--- config.mk ---
export PLATFORM = sky130hd
export DESIGN_NAME = urmfc_top
export DESIGN_NICKNAME = d
export VERILOG_FILES = /design/src/design/urmfc_top.v /design/src/design/urmfc_fifo.v
export VERILOG_INCLUDE_DIRS = /design/src /design/src/design
export SDC_FILE = /design/constraint.sdc
export NUM_CORES = 1
export LEC_CHECK = 0
export BUFFER_PORTS_ARGS = -buffer_cell sky130_fd_sc_hd__buf_2
export CAP_MARGIN = 40
export CORE_MARGIN = 2
export CORE_UTILIZATION = 40
export DETAILED_ROUTE_END_ITERATION = 10
export SLEW_MARGIN = 20
export SYNTH_ARGS = -nofsm -noshare
export SYNTH_HDL_FRONTEND = slang
export SYNTH_SLANG_ARGS = --single-unit
--- constraint.sdc ---
create_clock -name core_clk_i -period 5.9 [get_ports core_clk_i]
set_clock_uncertainty 0.2 [all_clocks]
set_input_delay 0.59 -clock core_clk_i [delete_from_list [all_inputs] [get_ports core_clk_i]]
set_output_delay 0.59 -clock core_clk_i [all_outputs]
set_load 0.02 [all_outputs]
--- src/design/urmfc_defs.vh ---
// constants for the serial channel register map and fifo control
// assumes: included by urmfc_top by bare name, no code inside
`ifndef URMFC_DEFS_VH
`define URMFC_DEFS_VH
// ==========================================
// register offsets
`define URMFC_OFS_DATA   3'h0
`define URMFC_OFS_IEN    3'h1
`define URMFC_OFS_IDENT  3'h2
`define URMFC_OFS_LFMT   3'h3
`define URMFC_OFS_HSCTL  3'h4
`define URMFC_OFS_LSTAT  3'h5
`define URMFC_OFS_HSTAT  3'h6
`define URMFC_OFS_SPARE  3'h7
// ==========================================
// fifo configuration bit positions
`define URMFC_FC_EN      0
`define URMFC_FC_RXCLR   1
`define URMFC_FC_TXCLR   2
`define URMFC_FC_MODE    3
`define URMFC_FC_TRIG_LO 6
`define URMFC_FC_TRIG_HI 7
// line format: divisor access select bit
`define URMFC_LF_DIVSEL  7
// handshake control: interrupt pin enable bit
`define URMFC_HC_INTEN   3
// ==========================================
// receive trigger levels in bytes
`define URMFC_TRIG_00    5'h01
`define URMFC_TRIG_01    5'h04
`define URMFC_TRIG_10    5'h08
`define URMFC_TRIG_11    5'h0e
// ==========================================
// interrupt identification codes, bits 2:1
`define URMFC_ID_LINE    2'h3
`define URMFC_ID_RDATA   2'h2
`define URMFC_ID_HOLDING_EMPTY_FLAG    2'h1
`define URMFC_ID_MODEM   2'h0
// ==========================================
// reset values
`define URMFC_RST_BYTE   8'h00
`define URMFC_RST_DIV    16'h0000
`define URMFC_RST_RDY_N  1'b1
`endif

--- src/design/urmfc_top.v ---
// register map and fifo control of one asynchronous serial channel
// assumes: host strobes wr_i/rd_i one cycle per access, shifters
// and baud logic sit outside and talk over the char ports
//
// What this block does
// - offset 2: writes configure fifos, reads identify
// - enable bit turns both fifos on
// - other fields change only with enable set
// - enable bit change empties both fifos
// - receive clear bit empties rx, self-clears
// - transmit clear bit empties tx, self-clears
// - mode bit selects ready signalling mode one
// - bits 7:6 pick trigger 1/4/8/14
// - bits 4 and 5 do nothing
// - bit 0 is lsb, first on line
// - legacy mode: fifo status bits read zero
// - format msb banks divisor at offsets 0/1
// - four interrupt enables, upper bits zero
// - identification bit 0 low when pending
// - fifo data interrupt follows trigger level
`timescale 1ns/1ns
`default_nettype none
`include "urmfc_defs.vh"
module urmfc_top #(
  parameter DEPTH = 16,
  parameter AW    = 4
) (
  input  wire        core_clk_i,
  input  wire        nrst_i,
  input  wire [2:0]  addr_i,
  input  wire [7:0]  wdata_i,
  input  wire        wr_i,
  input  wire        rd_i,
  output reg  [7:0]  rdata_o,
  input  wire [7:0]  rx_char_i,
  input  wire        rx_valid_i,
  input  wire [2:0]  rx_err_i,
  output reg  [7:0]  tx_char_o,
  output reg         tx_valid_o,
  input  wire        tx_take_i,
  input  wire        tx_idle_i,
  input  wire [3:0]  modem_i,
  output reg  [15:0] divisor_o,
  output reg  [7:0]  line_format_o,
  output reg  [5:0]  handshake_o,
  output reg         irq_o,
  output reg         receive_ready_out_n_o,
  output reg         transmit_ready_out_n_o
);
  // ==========================================
  // control state
  reg  [3:0]  ien_q;          // interrupt enables
  reg  [7:0]  spare_q;        // scratch byte
  reg         fifo_en_q;      // fifo enable
  reg         rdy_mode_q;     // ready signalling mode
  reg  [1:0]  trig_q;         // receive trigger select
  reg  [3:0]  lerr_q;         // break, framing, parity, overrun
  reg         fifo_err_q;     // error char entered rx fifo
  reg  [3:0]  mprev_q;        // previous modem inputs
  reg  [3:0]  mdelta_q;       // modem change flags
  reg         holding_empty_flag_int_q;     // holding empty interrupt
  reg         tx_empty_prev_q;// tx empty one cycle ago
  // ==========================================
  // decode
  wire        divsel;         // divisor access select
  wire        at_data;        // offset 0
  wire        at_ien;         // offset 1
  wire        wr_thold;       // write transmit holding
  wire        wr_fcfg;        // write fifo configuration
  wire        rd_rbuf;        // read receive buffer
  wire        rd_ident;       // read identification
  wire        rd_lstat;       // read line state
  wire        rd_hstat;       // read handshake state
  assign divsel  = line_format_o[`URMFC_LF_DIVSEL];
  assign at_data = (addr_i == `URMFC_OFS_DATA);
  assign at_ien  = (addr_i == `URMFC_OFS_IEN);
  assign wr_thold = wr_i & at_data & ~divsel;
  assign wr_fcfg  = wr_i & (addr_i == `URMFC_OFS_IDENT);
  assign rd_rbuf  = rd_i & at_data & ~divsel;
  assign rd_ident = rd_i & (addr_i == `URMFC_OFS_IDENT);
  assign rd_lstat = rd_i & (addr_i == `URMFC_OFS_LSTAT);
  assign rd_hstat = rd_i & (addr_i == `URMFC_OFS_HSTAT);
  // ==========================================
  // fifo clearing
  wire        en_change;      // write flips enable bit
  wire        rx_clr;         // empty receive fifo
  wire        tx_clr;         // empty transmit fifo
  assign en_change = wr_fcfg & (wdata_i[`URMFC_FC_EN] != fifo_en_q);
  // clear bits act only in a write with enable set
  assign rx_clr = en_change | (wr_fcfg & wdata_i[`URMFC_FC_EN]
                  & wdata_i[`URMFC_FC_RXCLR]);
  assign tx_clr = en_change | (wr_fcfg & wdata_i[`URMFC_FC_EN]
                  & wdata_i[`URMFC_FC_TXCLR]);
  // ==========================================
  // receive fifo
  wire [AW:0] rx_cnt;         // receive fill
  wire [7:0]  rx_head;        // oldest received char
  wire        rx_in_ready;    // room in receive fifo
  wire        rx_room;        // room given the mode
  wire        rx_push;        // char accepted
  wire        rx_overrun;     // char lost
  // legacy mode holds one char only
  assign rx_room = fifo_en_q | (rx_cnt == {(AW+1){1'b0}});
  assign rx_push = rx_valid_i & rx_room & rx_in_ready & ~rx_clr;
  assign rx_overrun = rx_valid_i & ~rx_push & ~rx_clr;
  urmfc_fifo #(
    .W     (8),
    .DEPTH (DEPTH),
    .AW    (AW)
  ) u_rx_fifo (
    .clk_i       (core_clk_i),
    .nrst_i      (nrst_i),
    .clr_i       (rx_clr),
    .in_valid_i  (rx_valid_i & rx_room),
    .in_ready_o  (rx_in_ready),
    .in_data_i   (rx_char_i),
    .out_valid_o (),
    .out_ready_i (rd_rbuf),
    .out_data_o  (rx_head),
    .count_o     (rx_cnt)
  );
  // ==========================================
  // transmit fifo
  wire [AW:0] tx_cnt;         // transmit fill
  wire [7:0]  tx_head;        // oldest char to send
  wire        tx_in_ready;    // room in transmit fifo
  wire        tx_room;        // room given the mode
  wire        tx_head_valid;  // char waiting
  wire        tx_load;        // move char to shifter stage
  wire        tx_empty;       // holding side empty
  assign tx_room  = fifo_en_q | (tx_cnt == {(AW+1){1'b0}});
  assign tx_load  = tx_head_valid & (~tx_valid_o | tx_take_i);
  assign tx_empty = (tx_cnt == {(AW+1){1'b0}});
  urmfc_fifo #(
    .W     (8),
    .DEPTH (DEPTH),
    .AW    (AW)
  ) u_tx_fifo (
    .clk_i       (core_clk_i),
    .nrst_i      (nrst_i),
    .clr_i       (tx_clr),
    .in_valid_i  (wr_thold & tx_room),
    .in_ready_o  (tx_in_ready),
    .in_data_i   (wdata_i),
    .out_valid_o (tx_head_valid),
    .out_ready_i (tx_load),
    .out_data_o  (tx_head),
    .count_o     (tx_cnt)
  );
  // ==========================================
  // trigger level and interrupt sources
  reg  [4:0]  trig_lvl;       // trigger level in bytes
  wire        rx_trig;        // fill at or above trigger
  wire        p_line;         // line status pending
  wire        p_rdata;        // received data pending
  wire        p_holding_empty_flag;         // holding empty pending
  wire        p_modem;        // modem status pending
  wire        pending;        // any pending
  reg  [1:0]  int_id;         // highest priority id
  wire [7:0]  ident;          // identification byte
  wire [7:0]  lstat;          // line state byte
  // decode trigger select
  always @* begin
    case (trig_q)
      2'b00:   trig_lvl = `URMFC_TRIG_00;
      2'b01:   trig_lvl = `URMFC_TRIG_01;
      2'b10:   trig_lvl = `URMFC_TRIG_10;
      2'b11:   trig_lvl = `URMFC_TRIG_11;
      default: trig_lvl = `URMFC_TRIG_00;
    endcase
  end
  assign rx_trig = (rx_cnt >= {{(AW-4){1'b0}}, trig_lvl});
  assign p_line  = ien_q[2] & (|lerr_q);
  // level follows fill against trigger in fifo mode
  assign p_rdata = ien_q[0] & (fifo_en_q ? rx_trig
                   : (rx_cnt != {(AW+1){1'b0}}));
  assign p_holding_empty_flag  = ien_q[1] & holding_empty_flag_int_q;
  assign p_modem = ien_q[3] & (|mdelta_q);
  assign pending = p_line | p_rdata | p_holding_empty_flag | p_modem;
  // priority encode, line status highest
  always @* begin
    if (p_line) begin
      int_id = `URMFC_ID_LINE;
    end else if (p_rdata) begin
      int_id = `URMFC_ID_RDATA;
    end else if (p_holding_empty_flag) begin
      int_id = `URMFC_ID_HOLDING_EMPTY_FLAG;
    end else begin
      int_id = `URMFC_ID_MODEM;
    end
  end
  // fifo status bits zero in legacy mode, timeout bit zero
  assign ident = {fifo_en_q, fifo_en_q, 2'b00, 1'b0,
                  int_id, ~pending};
  assign lstat = {fifo_en_q & fifo_err_q,
                  tx_empty & ~tx_valid_o & tx_idle_i,
                  tx_empty, lerr_q[3], lerr_q[2], lerr_q[1],
                  lerr_q[0], (rx_cnt != {(AW+1){1'b0}})};
  // ==========================================
  // read data mux, registered
  always @(posedge core_clk_i or negedge nrst_i) begin
    if (!nrst_i) begin
      rdata_o <= `URMFC_RST_BYTE;
    end else if (rd_i) begin
      case (addr_i)
        `URMFC_OFS_DATA:  rdata_o <= divsel ? divisor_o[7:0]
                                     : rx_head;
        `URMFC_OFS_IEN:   rdata_o <= divsel ? divisor_o[15:8]
                                     : {4'h0, ien_q};
        `URMFC_OFS_IDENT: rdata_o <= ident;
        `URMFC_OFS_LFMT:  rdata_o <= line_format_o;
        `URMFC_OFS_HSCTL: rdata_o <= {2'b00, handshake_o};
        `URMFC_OFS_LSTAT: rdata_o <= lstat;
        `URMFC_OFS_HSTAT: rdata_o <= {modem_i, mdelta_q};
        default:          rdata_o <= spare_q;
      endcase
    end
  end
  // ==========================================
  // host written registers
  always @(posedge core_clk_i or negedge nrst_i) begin
    if (!nrst_i) begin
      ien_q         <= 4'h0;
      line_format_o <= `URMFC_RST_BYTE;
      handshake_o   <= 6'h00;
      spare_q       <= `URMFC_RST_BYTE;
      divisor_o     <= `URMFC_RST_DIV;
    end else if (wr_i) begin
      case (addr_i)
        `URMFC_OFS_DATA: begin
          if (divsel) begin
            divisor_o[7:0] <= wdata_i;
          end
        end
        `URMFC_OFS_IEN: begin
          if (divsel) begin
            divisor_o[15:8] <= wdata_i;
          end else begin
            ien_q <= wdata_i[3:0];
          end
        end
        `URMFC_OFS_LFMT:  line_format_o <= wdata_i;
        `URMFC_OFS_HSCTL: handshake_o   <= wdata_i[5:0];
        `URMFC_OFS_SPARE: spare_q       <= wdata_i;
        default: begin
          // identification and status offsets hold nothing
        end
      endcase
    end
  end
  // ==========================================
  // fifo configuration, write only
  always @(posedge core_clk_i or negedge nrst_i) begin
    if (!nrst_i) begin
      fifo_en_q  <= 1'b0;
      rdy_mode_q <= 1'b0;
      trig_q     <= 2'b00;
    end else if (wr_fcfg) begin
      fifo_en_q <= wdata_i[`URMFC_FC_EN];
      // bits 4 and 5 are dropped here
      if (wdata_i[`URMFC_FC_EN]) begin
        rdy_mode_q <= wdata_i[`URMFC_FC_MODE];
        trig_q     <= wdata_i[`URMFC_FC_TRIG_HI:`URMFC_FC_TRIG_LO];
      end
    end
  end
  // ==========================================
  // sticky line errors, set wins over read clear
  always @(posedge core_clk_i or negedge nrst_i) begin
    if (!nrst_i) begin
      lerr_q     <= 4'h0;
      fifo_err_q <= 1'b0;
    end else begin
      lerr_q <= (rd_lstat ? 4'h0 : lerr_q)
                | {rx_push ? rx_err_i : 3'b000, rx_overrun};
      fifo_err_q <= (rd_lstat ? 1'b0 : fifo_err_q)
                    | (rx_push & (|rx_err_i));
    end
  end
  // ==========================================
  // modem change flags, ring counts on trailing edge
  always @(posedge core_clk_i or negedge nrst_i) begin
    if (!nrst_i) begin
      mprev_q  <= 4'h0;
      mdelta_q <= 4'h0;
    end else begin
      mprev_q  <= modem_i;
      mdelta_q <= (rd_hstat ? 4'h0 : mdelta_q)
                  | {modem_i[3] ^ mprev_q[3],
                     mprev_q[2] & ~modem_i[2],
                     modem_i[1:0] ^ mprev_q[1:0]};
    end
  end
  // ==========================================
  // holding empty interrupt: set on going empty or
  // on enable, cleared by holding write or ident read
  always @(posedge core_clk_i or negedge nrst_i) begin
    if (!nrst_i) begin
      holding_empty_flag_int_q      <= 1'b0;
      tx_empty_prev_q <= 1'b1;
    end else begin
      tx_empty_prev_q <= tx_empty;
      if ((tx_empty & ~tx_empty_prev_q)
          | (wr_i & at_ien & ~divsel & wdata_i[1] & ~ien_q[1]
             & tx_empty)) begin
        holding_empty_flag_int_q <= 1'b1;
      end else if (wr_thold
                   | (rd_ident & ~p_line & ~p_rdata & p_holding_empty_flag)) begin
        holding_empty_flag_int_q <= 1'b0;
      end
    end
  end
  // ==========================================
  // shifter stage, untouched by fifo clears
  always @(posedge core_clk_i or negedge nrst_i) begin
    if (!nrst_i) begin
      tx_valid_o <= 1'b0;
      tx_char_o  <= `URMFC_RST_BYTE;
    end else if (tx_load) begin
      tx_valid_o <= 1'b1;
      tx_char_o  <= tx_head;
    end else if (tx_take_i) begin
      tx_valid_o <= 1'b0;
    end
  end
  // ==========================================
  // ready pins and interrupt pin, active low readies
  always @(posedge core_clk_i or negedge nrst_i) begin
    if (!nrst_i) begin
      receive_ready_out_n_o  <= `URMFC_RST_RDY_N;
      transmit_ready_out_n_o <= `URMFC_RST_RDY_N;
      irq_o                  <= 1'b0;
    end else begin
      irq_o <= pending & handshake_o[`URMFC_HC_INTEN];
      if (fifo_en_q & rdy_mode_q) begin
        receive_ready_out_n_o  <= ~rx_trig;
        transmit_ready_out_n_o <= ~tx_in_ready;
      end else begin
        receive_ready_out_n_o  <= (rx_cnt == {(AW+1){1'b0}});
        transmit_ready_out_n_o <= ~tx_empty;
      end
    end
  end
endmodule
`default_nettype wire

--- src/design/urmfc_fifo.v ---
// synchronous fifo with count, clear and valid/ready on both ends
// assumes: one clock, DEPTH equal to two to the power AW
`timescale 1ns/1ns
`default_nettype none
module urmfc_fifo #(
  parameter W     = 8,
  parameter DEPTH = 16,
  parameter AW    = 4
) (
  input  wire          clk_i,
  input  wire          nrst_i,
  input  wire          clr_i,
  input  wire          in_valid_i,
  output wire          in_ready_o,
  input  wire [W-1:0]  in_data_i,
  output wire          out_valid_o,
  input  wire          out_ready_i,
  output wire [W-1:0]  out_data_o,
  output reg  [AW:0]   count_o
);
  localparam [AW:0] FULL_CNT = DEPTH[AW:0];  // count when full
  reg [W-1:0]  mem [0:DEPTH-1];              // storage array
  reg [AW-1:0] wr_ptr_q;                     // write pointer
  reg [AW-1:0] rd_ptr_q;                     // read pointer
  wire         push;                         // accepted write
  wire         pop;                          // accepted read
  assign in_ready_o  = (count_o != FULL_CNT);
  assign out_valid_o = (count_o != {(AW+1){1'b0}});
  assign out_data_o  = mem[rd_ptr_q];
  assign push = in_valid_i & in_ready_o & ~clr_i;
  assign pop  = out_ready_i & out_valid_o & ~clr_i;
  // ==========================================
  // storage write, no reset needed on data
  always @(posedge clk_i) begin
    if (push) begin
      mem[wr_ptr_q] <= in_data_i;
    end
  end
  // pointers and count, clear wins over traffic
  always @(posedge clk_i or negedge nrst_i) begin
    if (!nrst_i) begin
      wr_ptr_q <= {AW{1'b0}};
      rd_ptr_q <= {AW{1'b0}};
      count_o  <= {(AW+1){1'b0}};
    end else if (clr_i) begin
      wr_ptr_q <= {AW{1'b0}};
      rd_ptr_q <= {AW{1'b0}};
      count_o  <= {(AW+1){1'b0}};
    end else begin
      if (push) begin
        wr_ptr_q <= wr_ptr_q + 1'b1;
      end
      if (pop) begin
        rd_ptr_q <= rd_ptr_q + 1'b1;
      end
      if (push & ~pop) begin
        count_o <= count_o + 1'b1;
      end else if (pop & ~push) begin
        count_o <= count_o - 1'b1;
      end
    end
  end
endmodule
`default_nettype wire

# Word-level counts from Yosys, hierarchy flattened
# Memory sizes are Yosys's and may differ from the RTL's. A register that Yosys moved wholly into a read port is not among the register bits.
# Cells that the tools add are included.
# totals
ff_bits	99
ramBits	256
in_bits	33
output_inout_bits	50
word_cells	192
mem_count	2
# mem_list
memory	depth	width	rd	rd_clocked_by_memory_dff	wr	line_no	rtl
u_rx_fifo.mem	16	8	1	0	1	urmfc_fifo.v:22	reg [W-1:0] mem [0:DEPTH-1];
u_tx_fifo.mem	16	8	1	1	1	urmfc_fifo.v:22	
# classes
add_sub_neg	8
magnitude_cmp	1
n_eq_ne	13
mux	36
bitwise_logic	81
reduce_logical	25
# ops
operator	n
case mux 8 bit (7 select lines)	1
AND 1 bit	49
2-to-1 mux 4 bit	10
2-to-1 mux 5 bit	6
case mux 5 bit (4 select lines)	1
NOT 1 bit	17
adder 4 x 1 -> 4 bit (second input constant)	4
2-to-1 mux 8 bit	2
2-to-1 mux 1 bit	13
== test 3 bit (second input constant)	4
nonzero test 2 bit	6
bitwise OR 1 bit	11
adder 5 x 1 -> 5 bit (second input constant)	2
logical NOT 5 bit	2
!= test 5 bit (second input constant)	2
nonzero test 5 bit	2
subtractor 5 x 1 -> 5 bit (second input constant)	2
AND reduction 3 bit	3
bitwise OR 4 bit	2
AND reduction 2 bit	4
OR reduction 4 bit	2
== test 3 x 2 -> 1 bit (second input constant)	2
nonzero test 3 bit	2
greater-or-equal comparator 5 bit	1
12 further kinds	14

# Logic depth before layout (Yosys ltp)
# Gate-level depths: netlist of the first run.
# logic_depth
word_depth	12
depth_mapped	12

# Cells and area by module
# A second synthesis of the first run with hierarchy kept.
# hier_totals
cells_unflattened	1004
area_unflattened_um2	15856.5
# by_module_without_submodules
mod	instances	cells_per_inst	area_per_inst_um2	seq_area_each_um2
urmfc_fifo (u_rx_fifo)	1	355	5997.0	4169.0
urmfc_fifo (u_tx_fifo)	1	293	5924.4	4169.0
urmfc_top	1	356	3935.0	2030.7

# Worst setup path after synthesis of the first run
# OpenSTA, ideal clock, no wires.
# synth_timing
path_type	input to register
startpoint	input port addr_i[0]
endpoint	register u_tx_fifo.count_o[4]
setup_time_ns	0.087
t_arrival_ns	3.032
required_ns	5.613
slack_ns	2.582
cell_stages	12
path_buffers	2
path_cell_list	buf_2 > nor4_4 > and2_2 > and2_2 > buf_2 > nand2_1 > fa_1 > a21o_1 > a21oi_1 > nand2_1 > xnor2_1 > o211ai_1
# synth_via
elab_chain_len	11
word_cells_on_any_way	21
classes_between	1 x eq/ne; 2 x mux; 16 x bitwise; 2 x reduce/logical
# synth_rtl
element	line_no	rtl
start, declared	urmfc_top.v:30	input wire [2:0] addr_i,
== test 3 x 2 -> 1 bit	-	
AND 1 bit	urmfc_top.v:78	assign wr_fcfg = wr_i & (addr_i == `URMFC_OFS_IDENT);
AND 1 bit (2 in a row)	urmfc_top.v:92	assign tx_clr = en_change | (wr_fcfg & wdata_i[`URMFC_FC_EN]
bitwise OR 1 bit	urmfc_top.v:92	
NOT 1 bit	urmfc_fifo.v:30, urmfc_fifo.v:31	
AND 1 bit	urmfc_fifo.v:31	assign pop = out_ready_i & out_valid_o & ~clr_i;
NOT 1 bit	urmfc_fifo.v:56	if (push & ~pop) begin
AND 1 bit	urmfc_fifo.v:56	
2-to-1 mux 5 bit	urmfc_fifo.v:56	
2-to-1 mux 5 bit	urmfc_fifo.v:45	end else if (clr_i) begin
end signal, assigned	urmfc_fifo.v:44	count_o <= {(AW+1){1'b0}};
end signal, assigned	urmfc_fifo.v:48	count_o <= {(AW+1){1'b0}};
end signal, assigned	urmfc_fifo.v:57	count_o <= count_o + 1'b1;
end, declared	urmfc_fifo.v:19	output reg [AW:0] count_o
# Several ways; a longest one is shown, not always the timed one.
# A chain may end at the register's enable or synchronous reset.

# Worst setup path in the final report of the first run
# layout_timing
startpoint	register line_format_o[7]
endpoint	register u_tx_fifo.count_o[4]
# layout_via
elab_chain_len	8
word_cells_on_any_way	11
classes_between	2 x mux; 8 x bitwise; 1 x reduce/logical
# layout_rtl
element	line_no	rtl
start, declared	urmfc_top.v:44	output reg [7:0] line_format_o,
start signal, assigned	urmfc_top.v:224	line_format_o <= `URMFC_RST_BYTE;
start signal, assigned	urmfc_top.v:242	`URMFC_OFS_LFMT: line_format_o <= wdata_i;
NOT 1 bit (no source line) (*)	-	
AND 1 bit (*)	urmfc_top.v:77	assign wr_thold = wr_i & at_data & ~divsel;
AND 1 bit (*)	urmfc_top.v:142	.in_valid_i (wr_thold & tx_room),
AND 1 bit (*) (2 in a row)	urmfc_fifo.v:30	assign push = in_valid_i & in_ready_o & ~clr_i;
AND 1 bit or NOT 1 bit (tied branches)	urmfc_fifo.v:56, urmfc_fifo.v:58	
2-to-1 mux 5 bit or AND 1 bit (tied branches)	urmfc_fifo.v:56, urmfc_fifo.v:58	
2-to-1 mux 5 bit or nonzero test 3 bit (tied branches)	-	
# Mark *: on every way between the ends. The rest lies on a longest branch, timed or not.

==> impl_metrics.ini, run 1 <==
[final_layout]
finish.utilization_pct = 46.23
mostFrequentLayoutCell = edfxtp_1
area_growth_pct = 14.73
antennaDiodeCount = 0
drive_gt1_share_pct = 27.20
finish.instance_area_sq_mm = 0.01774
most-common-layout-cells = edfxtp_1 (256), dfrtp_1 (102), buf_2 (82)
fin_nets = 1080

[synth]
synthArstFlopShare_pct = 29.48
syn_inst = 933
synthesis.nets = 988
synth_area_sq_mm = 0.01546
synthFlopType = edfxtp_1
ys_seq_area_share_pct = 67.05
synth_seq_cells = 363
ys_warn_count = 0
ys_types = 71
synth-edff-count = 256
avgSynthCellArea_sq_um = 16.57

[die]
ios = 83
dieHeight_um = 200.6
die_width_um = 200.6
initial_core_util_pct = 40.29
core_area_sq_mm = 0.03838
rows = 72
dieArea_sq_mm = 0.04025

[clock_network]
clk_pin_slew_ps = 60
cts_tree = yes
numCtsBuffers = 39
cts.sinks = 363
ctsResizeCount = 0
htree_levels = 2
clockBufferDepth = 3
clk_latency_ps = 570
cts_root_buffer = clkbuf_16

[power_and_ir_drop]
p_clk_share_pct = 31.5
vdd_drop_max_uv = 242.3
p_switching_mw = 2.376
switching_share_pct = 30.82
power.density_mw_per_mm2 = 434.4
p_seq_share_pct = 43.8
p_total_mw = 7.708
cellLeakagePower_nw = 6.404
p_int_mw = 5.332
p_comb_share_pct = 24.7

[detailed_routing]
drc_errors = 0
drt-total-wl_um = 36670
first_iter_violations = 540
wl_per_cell_um = 23.31
viasPerCell = 5.498
vias = 8648
antenna_left = 0
drtPass1Iterations = 5

[global_route]
globalRouteMet1Util_pct = 24.96
track_usage_pct = 18.48
overflow = 0
grt_pass1_vias = 8905
gr-max-usage-layer = met2
use_met3_pct = 3.604
met2_usage_pct = 30.64
grt_start_max_net_pins = 39
antenna_found_initial = 2
grt_pass1_wl_um = 55970

[setup_path]
rr_startpoint = line_format_o[7]$_DFFE_PN0P_
cp-start-kind = register
arrival_ps = 4050
worst_r2r_endpoint = u_tx_fifo.count_o[4]$_DFFE_PN0P_
endpoint_kind = register
crit_path_max_fanout = 17
crit_type = register to register
rr_worst_depth = 10
required_ps = 6190
r2r_slack_ps = 2140

[sta]
setup_viol = 0
timing.final.crit_share_pct = 63.80
relSlewSlack_pct = 42.57
timing.fmax_ghz = 0.2657
fin_crit_ps = 3764
maxSlewViolCount = 0
setup-tns-final_ps = 0
finalHoldViolations = 0
rsz0062_at_grt = no
tightest_slew_ps = 854.8

[hold_path]
min_to = lerr_q[3]$_DFF_PN0_
hold_start = rx_err_i[2]
hp-class = primary input to register
min_path_cells = 2

[placement]
io_buffers = 82
gp_congestion = 0.8664
hpwl_um = 24160
dpl-instance-area_sq_mm = 0.01642

[flow_run]
maxCapViolations = 0

[outcome]
status = complete, no violations
## critical path, cell delays in order (launching register included)
cell,delay (ps)
dfrtp_1,650
nor4_4,730
and2_2,320
and2_2,320
nand2_1,190
fa_1,450
a21o_1,190
a21oi_1,240
nand2_1,100
xnor2_1,130
o211ai_1,160
## worst max-delay path by stage
| stage | start | to | slack [ps] | cells after the start |
|---|---|---|---|---|
| 2_1_floorplan | addr_i[0] | u_tx_fifo.count_o[4]$_DFFE_PN0P_ | 2580 | 12 |
| 3_3_place_gp | addr_i[0] | u_tx_fifo.count_o[4]$_DFFE_PN0P_ | 2180 | 11 |
| 3_5_place_dp | addr_i[0] | u_tx_fifo.count_o[4]$_DFFE_PN0P_ | 2040 | 11 |
| 4_1_cts | line_format_o[7]$_DFFE_PN0P_ | u_tx_fifo.count_o[4]$_DFFE_PN0P_ | 2220 | 10 |
| 5_1_grt | line_format_o[7]$_DFFE_PN0P_ | u_tx_fifo.count_o[4]$_DFFE_PN0P_ | 1920 | 10 |
| 6_report | line_format_o[7]$_DFFE_PN0P_ | u_tx_fifo.count_o[4]$_DFFE_PN0P_ | 2140 | 10 |
## cells in the mapped netlist, types with 11 or more instances
cell type  instances  share of area (%)
edfxtp_1         256                 50
dfrtp_1          104                 17
mux4_2            72                 10
nand2_1           72                1.7
mux2_2            46                3.3
nor2_1            32               0.78
clkbuf_1          27               0.66
and2_1            25                1.0
a21oi_1           22               0.71
nand3_1           21               0.68
ha_1              20                1.6
o21ai_0           19               0.61
inv_1             17               0.41
nor3_1            13               0.42
xnor2_1           13               0.74
buf_2             11               0.36
mux2i_1           11               0.71
## through the flow
stage / hold slack [ps] / setup slack [ps] / cells
after global placement: 252.5 / 2179 / 1495
after global routing: 77.22 / 1924 / 1573
final: 85.08 / 2136 / 1573
after floorplan: 94.41 / 2582 / 933
after detailed placement: 257.8 / 2040 / 1497
after CTS: 59.47 / 2221 / 1573
## state kept, by name (all words and copies together) (netlist names), 2 cells and up
register,cells
u_rx_fifo.mem,128
u_tx_fifo.mem,128
divisor_o,16
line_format_o,8
rdata_o,8
spare_q,8
tx_char_o,8
handshake_o,6
u_rx_fifo.count_o,5
u_tx_fifo.count_o,5
ien_q,4
lerr_q,4
mdelta_q,4
mprev_q,4
u_rx_fifo.rd_ptr_q,4
u_rx_fifo.wr_ptr_q,4
u_tx_fifo.rd_ptr_q,4
u_tx_fifo.wr_ptr_q,4
trig_q,2
## metal layers
layer	part of all wire [%]	routed length, um	up-vias
met5	0.049	18	-
met4	1.8	668	4
met3	4.4	1602	46
met2	49	18120	185
met1	44	16260	4559
li1	-	-	3854
## power groups by stage
stage / Clock, mW / Combinational, mW / Sequential, mW
3_5_place_dp: 0 / 1.93 / 3.43
3_3_place_gp: 0 / 1.90 / 3.42
6_report: 2.43 / 1.91 / 3.37
4_1_cts: 2.48 / 1.93 / 3.38
2_1_floorplan: 0 / 1.37 / 3.34
5_1_grt: 2.59 / 2.07 / 3.42
## cells by family (layout without fill, tap and decap cells)
logic type	count (synthesis)	in the layout	synth area share (%)
buffers and inverters	64	186	1.812
muxes	137	137	15.91
adders and majority gates	22	22	1.877
and+or+nand+nor	225	225	7.679
xor gates and xnor gates	21	21	1.189
AOI/OAI and AO/OA	101	101	4.483
DFF	363	363	67.05
## layout make-up
class / count / area, sq um
Tap cell: 518 / 648.1
Timing Repair Buffer: 98 / 555.5
Inverter: 17 / 63.81
Clock buffer: 44 / 1026
Sequential cell: 363 / 10370
Clock inverter: 27 / 247.7
Fill cell: 3372 / 20630
Multi-Input combinational cell: 506 / 4830
## timing repair
item / CTS / global route
hold buffers: 5 / 0
setup buffers: 0 / 0
endpoints found under the hold margin: 41 / 0
Power figures use the tool's default switching activity.
==> run 2, diff against run 1 <==
- clock period: 5.9 -> 3.68 ns (I/O delays scaled with it)
==> impl_metrics.ini, run 2 (same netlist as run 1, synthesis figures left out) <==
[setup_path]
arrival_ps = 3480
endpoint_kind = register
required_ps = 3950
crit_path_max_fanout = 6
cp-start-kind = register
crit_type = register to register

[clock_network]
cts_tree = yes
clockBufferDepth = 3
hold_buffers = 19
clk_latency_ps = 560
cts.sinks = 363
clk_pin_slew_ps = 60
htree_levels = 2
cts_root_buffer = clkbuf_16
ctsResizeCount = 0
numCtsBuffers = 40
cts_setup_buffers = 0

[global_route]
grt_pass1_vias = 8966
grt_start_max_net_pins = 55
grt_pass1_wl_um = 56870
antenna_found_initial = 1
overflow = 0
track_usage_pct = 18.85

[detailed_routing]
antenna_left = 0
wl_per_cell_um = 23.18
drc_errors = 0
viasPerCell = 5.484
first_iter_violations = 631
drt-total-wl_um = 37350
vias = 8834
drtPass1Iterations = 5

[die]
core_area_sq_mm = 0.03838
ios = 83
dieHeight_um = 200.6
rows = 72
initial_core_util_pct = 40.29
dieArea_sq_mm = 0.04025
die_width_um = 200.6

[placement]
io_buffers = 82
place_ws_ps = 500.1
hpwl_um = 24670
dp_cells = 1517
gp_congestion = 0.8475

[sta]
timing.final.crit_share_pct = 87.07
fin_crit_ps = 3204
timing.fmax_ghz = 0.3121
setup-tns-final_ps = 0
worst_slack_ps = 475.8
finalHoldViolations = 0
tightest_slew_ps = 757.1
maxSlewViolCount = 0
setup_viol = 0
rsz0062_at_grt = no
hold_slack_ps = 58.12
relSlewSlack_pct = 49.53

[power_and_ir_drop]
vdd_drop_max_uv = 439.2
power.density_mw_per_mm2 = 685.0
cellLeakagePower_nw = 6.556

[final_layout]
stdcell_count = 1611
area_growth_pct = 16.60
fin_nets = 1116
drive_gt1_share_pct = 28.09
reg_top3 = u_rx_fifo.mem x128, u_tx_fifo.mem x128, divisor_o x16
mostFrequentLayoutCell = edfxtp_1
fillCellCount = 3363
most-common-layout-cells = edfxtp_1 (256), dfrtp_1 (102), buf_2 (81)
antennaDiodeCount = 0

[hold_path]
hp-class = primary input to register

[outcome]
status = complete, no violations

[flow_run]
maxCapViolations = 0
-- run 2: cell types whose count changed in the layout (fill, tap and decap cells not counted), moves of 2 or more --
cell / delta
dlygate4sd3_1: +14
bufinv_16: -2
clkbuf_8: +3
inv_6: +2
clkinv_1: -2
buf_4: +21
clkbuf_1: +6
clkinv_2: -4
-- run 2: path summary, 6_finish.rpt --
| check | startpoint | endpoint | slack, ps | depth (start not counted) |
|---|---|---|---|---|
| worst max-delay path | u_rx_fifo.count_o[1]$_DFFE_PN0P_ | u_rx_fifo.count_o[4]$_DFFE_PN0P_ | 480 | 12 |
| worst min-delay path | rd_i | rdata_o[6]$_DFFE_PN0P_ | 60 | 3 |
| worst max register to register | u_rx_fifo.count_o[1]$_DFFE_PN0P_ | u_rx_fifo.count_o[4]$_DFFE_PN0P_ | 480 | 12 |
| worst min register to register | mprev_q[0]$_DFF_PN0_ | mdelta_q[0]$_DFF_PN0_ | 270 | 2 |
| max in group asynchronous | nrst_i | transmit_ready_out_n_o$_DFF_PN1_ | 2430 | 4 |
| min in group asynchronous | nrst_i | tx_char_o[5]$_DFFE_PN0P_ | 140 | 3 |
-- run 2: power by group --
| group | switching [mW] | internal (mW) | total (mW) |
|---|---|---|---|
| Combinational | 1.63 | 1.55 | 3.18 |
| Clock | 1.61 | 2.21 | 3.81 |
| Sequential | 0.525 | 4.83 | 5.35 |
-- run 2: stage by stage --
stage | util, % | area, sq um | power, mW
after floorplan | - | 15460 | 7.558
final | 46.98 | 18030 | 12.35
after detailed placement | 43.16 | 16560 | 8.636
after global placement | 43.16 | 16560 | 8.592
after CTS | 46.91 | 18000 | 12.49
after global routing | 46.98 | 18030 | 12.97
-- run 2: worst max-delay path, stage by stage (launching register included) --
cell and delay (ps):
dfrtp_1 460, nor4_2 300, buf_4 190, mux2i_1 450
nor2_1 100, buf_4 170, nand2_1 150, ha_1 300
a21o_1 190, a21oi_1 200, nor4_1 90, o21a_1 210
nor3_1 130
-- run 2: area by class of cell --
class | count | area, sq um | share of cell area, %
Sequential cell | 363 | 10370 | 57.52
Clock buffer | 54 | 1115 | 6.183
Multi-Input combinational cell | 506 | 4821 | 26.74
Timing Repair Buffer | 133 | 875.8 | 4.858
Clock inverter | 20 | 135.1 | 0.7495
Tap cell | 518 | 648.1 | 3.595
Inverter | 17 | 63.81 | 0.3539
-- run 2: routing by layer --
metal,wire (um),GRT usage (%),vias up
met5,13,0,-
met1,16230,25.70,4593
met2,18360,31.03,248
met4,902,5.899,2
li1,-,-,3929
met3,1836,3.312,62
==> run 3, diff against run 2 <==
- CORE_UTILIZATION: 40 -> 45
==> impl_metrics.ini, run 3 (same netlist as run 1, synthesis figures left out) <==
[sta]
relSlewSlack_pct = 43.21
rsz0062_at_grt = no
tightest_slew_ps = 845.4
setup-tns-final_ps = 0
timing.final.crit_share_pct = 90.36
maxSlewViolCount = 0
timing.fmax_ghz = 0.3007
fin_crit_ps = 3325
worst_slack_ps = 354.6
hold_slack_ps = 24.65
setup_viol = 0
finalHoldViolations = 0

[die]
core_area_sq_mm = 0.03370
die_width_um = 189.4
rows = 67
dieHeight_um = 189.4
ios = 83
initial_core_util_pct = 45.89
dieArea_sq_mm = 0.03586

[setup_path]
required_ps = 3940
rr_worst_depth = 11
cp_num_buf_inv = 1
crit_type = register to register
endpoint = u_tx_fifo.count_o[4]$_DFFE_PN0P_
critical-path-slowest-cell = nor4_1
crit_path_max_fanout = 13
r2r_slack_ps = 350
endpoint_kind = register
crit_start = u_tx_fifo.count_o[0]$_DFFE_PN0P_
cp.depth = 11
critPathMaxStageDelay_ps = 470
crit_chain = nor4_1 -> mux2i_1 -> buf_4 -> and2_2 -> nand2_1 -> fa_1 -> a21o_1 -> a21oi_1 -> nand2_1 -> xnor2_1 -> o211ai_1
path_common_cell = nand2_1
cp-start-kind = register
cpLargestDelayFamily = simple AND/OR/NAND/NOR gates
worst_r2r_endpoint = u_tx_fifo.count_o[4]$_DFFE_PN0P_
rr_startpoint = u_tx_fifo.count_o[0]$_DFFE_PN0P_
arrival_ps = 3580

[detailed_routing]
drtPass1Iterations = 5
vias = 8787
drc_errors = 0
antenna_left = 0
first_iter_violations = 664
drt-total-wl_um = 37200
wl_per_cell_um = 24.22
viasPerCell = 5.721

[final_layout]
fin_nets = 1111
antennaDiodeCount = 0
seqCellArea_sq_mm = 0.01037
area_growth_pct = 15.90
most-common-layout-cells = edfxtp_1 (256), dfrtp_1 (102), buf_2 (81)
fillCellCount = 2755
drive_gt1_share_pct = 27.11
finish.utilization_pct = 53.18
reg_top3 = u_rx_fifo.mem x128, u_tx_fifo.mem x128, divisor_o x16
mostFrequentLayoutCell = edfxtp_1
multi_input_area_sq_mm = 0.004821

[clock_network]
htree_levels = 2
cts_tree = yes
clockBufferDepth = 3
clk_latency_ps = 540
clk_pin_slew_ps = 60
ctsResizeCount = 0
numCtsBuffers = 40
cts.sinks = 363
cts_root_buffer = clkbuf_16

[power_and_ir_drop]
p_seq_share_pct = 43.5
p_clk_share_pct = 30.8
cellLeakagePower_nw = 6.524
switching_share_pct = 30.38
power.density_mw_per_mm2 = 688.8
vdd_drop_max_uv = 437.1
p_int_mw = 8.594
p_switching_mw = 3.750
p_total_mw = 12.34
p_comb_share_pct = 25.8

[global_route]
globalRouteMet1Util_pct = 30.30
overflow = 0
gr-max-usage-layer = met2
use_met3_pct = 3.058
track_usage_pct = 21.30
grt_pass1_vias = 8995
grt_pass1_wl_um = 56900
met2_usage_pct = 35.12
antenna_found_initial = 2
grt_start_max_net_pins = 46

[hold_path]
hp-class = primary input to register
hold_start = tx_take_i

[placement]
io_buffers = 82
place_ws_ps = 382.5
gp_congestion = 0.8299
hpwl_um = 24300

[flow_run]
maxCapViolations = 0

[outcome]
status = complete, no violations
[run 3: cell types whose count changed in the layout (fill, tap and decap cells not counted), moves of 2 or more]
cell and delta:
clkinv_2 -5, dlygate4sd3_1 -2, inv_6 -3, buf_12 +3, buf_4 -5, clkbuf_8 -3, clkinv_1 +4, clkbuf_1 +5
[run 3: how the worst min path moves through the flow]
stage               depth (start not counted)                  endpoint  slack, ps
finish                                      3    tx_valid_o$_DFFE_PN0P_         20
global route                                3    tx_valid_o$_DFFE_PN0P_         30
CTS                                         3    tx_valid_o$_DFFE_PN0P_         10
detailed placement                          1  tx_char_o[0]$_DFFE_PN0P_        230
global placement                            1  tx_char_o[0]$_DFFE_PN0P_        230
floorplan                                   0  divisor_o[0]$_DFFE_PN0P_       -130
[run 3: through the flow]
stage / cells / cell area (sq um)
final: 1536 / 17920
after global routing: 1536 / 17920
after detailed placement: 1445 / 16500
after global placement: 1444 / 16480
after CTS: 1536 / 17920
after floorplan: 933 / 15460
[run 3: layer usage]
| layer | part of all wire [%] | up-vias |
|---|---|---|
| li1 | - | 3919 |
| met1 | 45 | 4577 |
| met2 | 49 | 247 |
| met3 | 4.5 | 44 |
| met4 | 1.8 | 0 |
| met5 | 0 | - |
[run 3: repair_timing]
action	4_1_cts	5_1_grt
hold buffers	17	0
hold endpoints to repair	181	0
setup buffers	0	0
[run 3: worst min-delay path: stages]
cell and delay [ps]:
buf_2 70, nand2b_1 180, nand2_1 80
[run 3: area by class of cell]
cell class,instances,area share [%]
clock inverters,19,1.047
well taps,448,3.128
clock buffers,55,5.955
repair buffers,128,4.747
flip-flops and latches,363,57.87
multi-input cells,506,26.90
inverters,17,0.3560
[run 3: power groups by stage]
stage                     combinational (mW)  clock (mW)  sequential (mW)
after CTS                               3.22        3.87             5.37
after global routing                    3.46        4.04             5.44
final                                   3.18        3.80             5.37
after global placement                  3.08           0             5.50
after detailed placement                3.19           0             5.44
after floorplan                         2.20           0             5.36
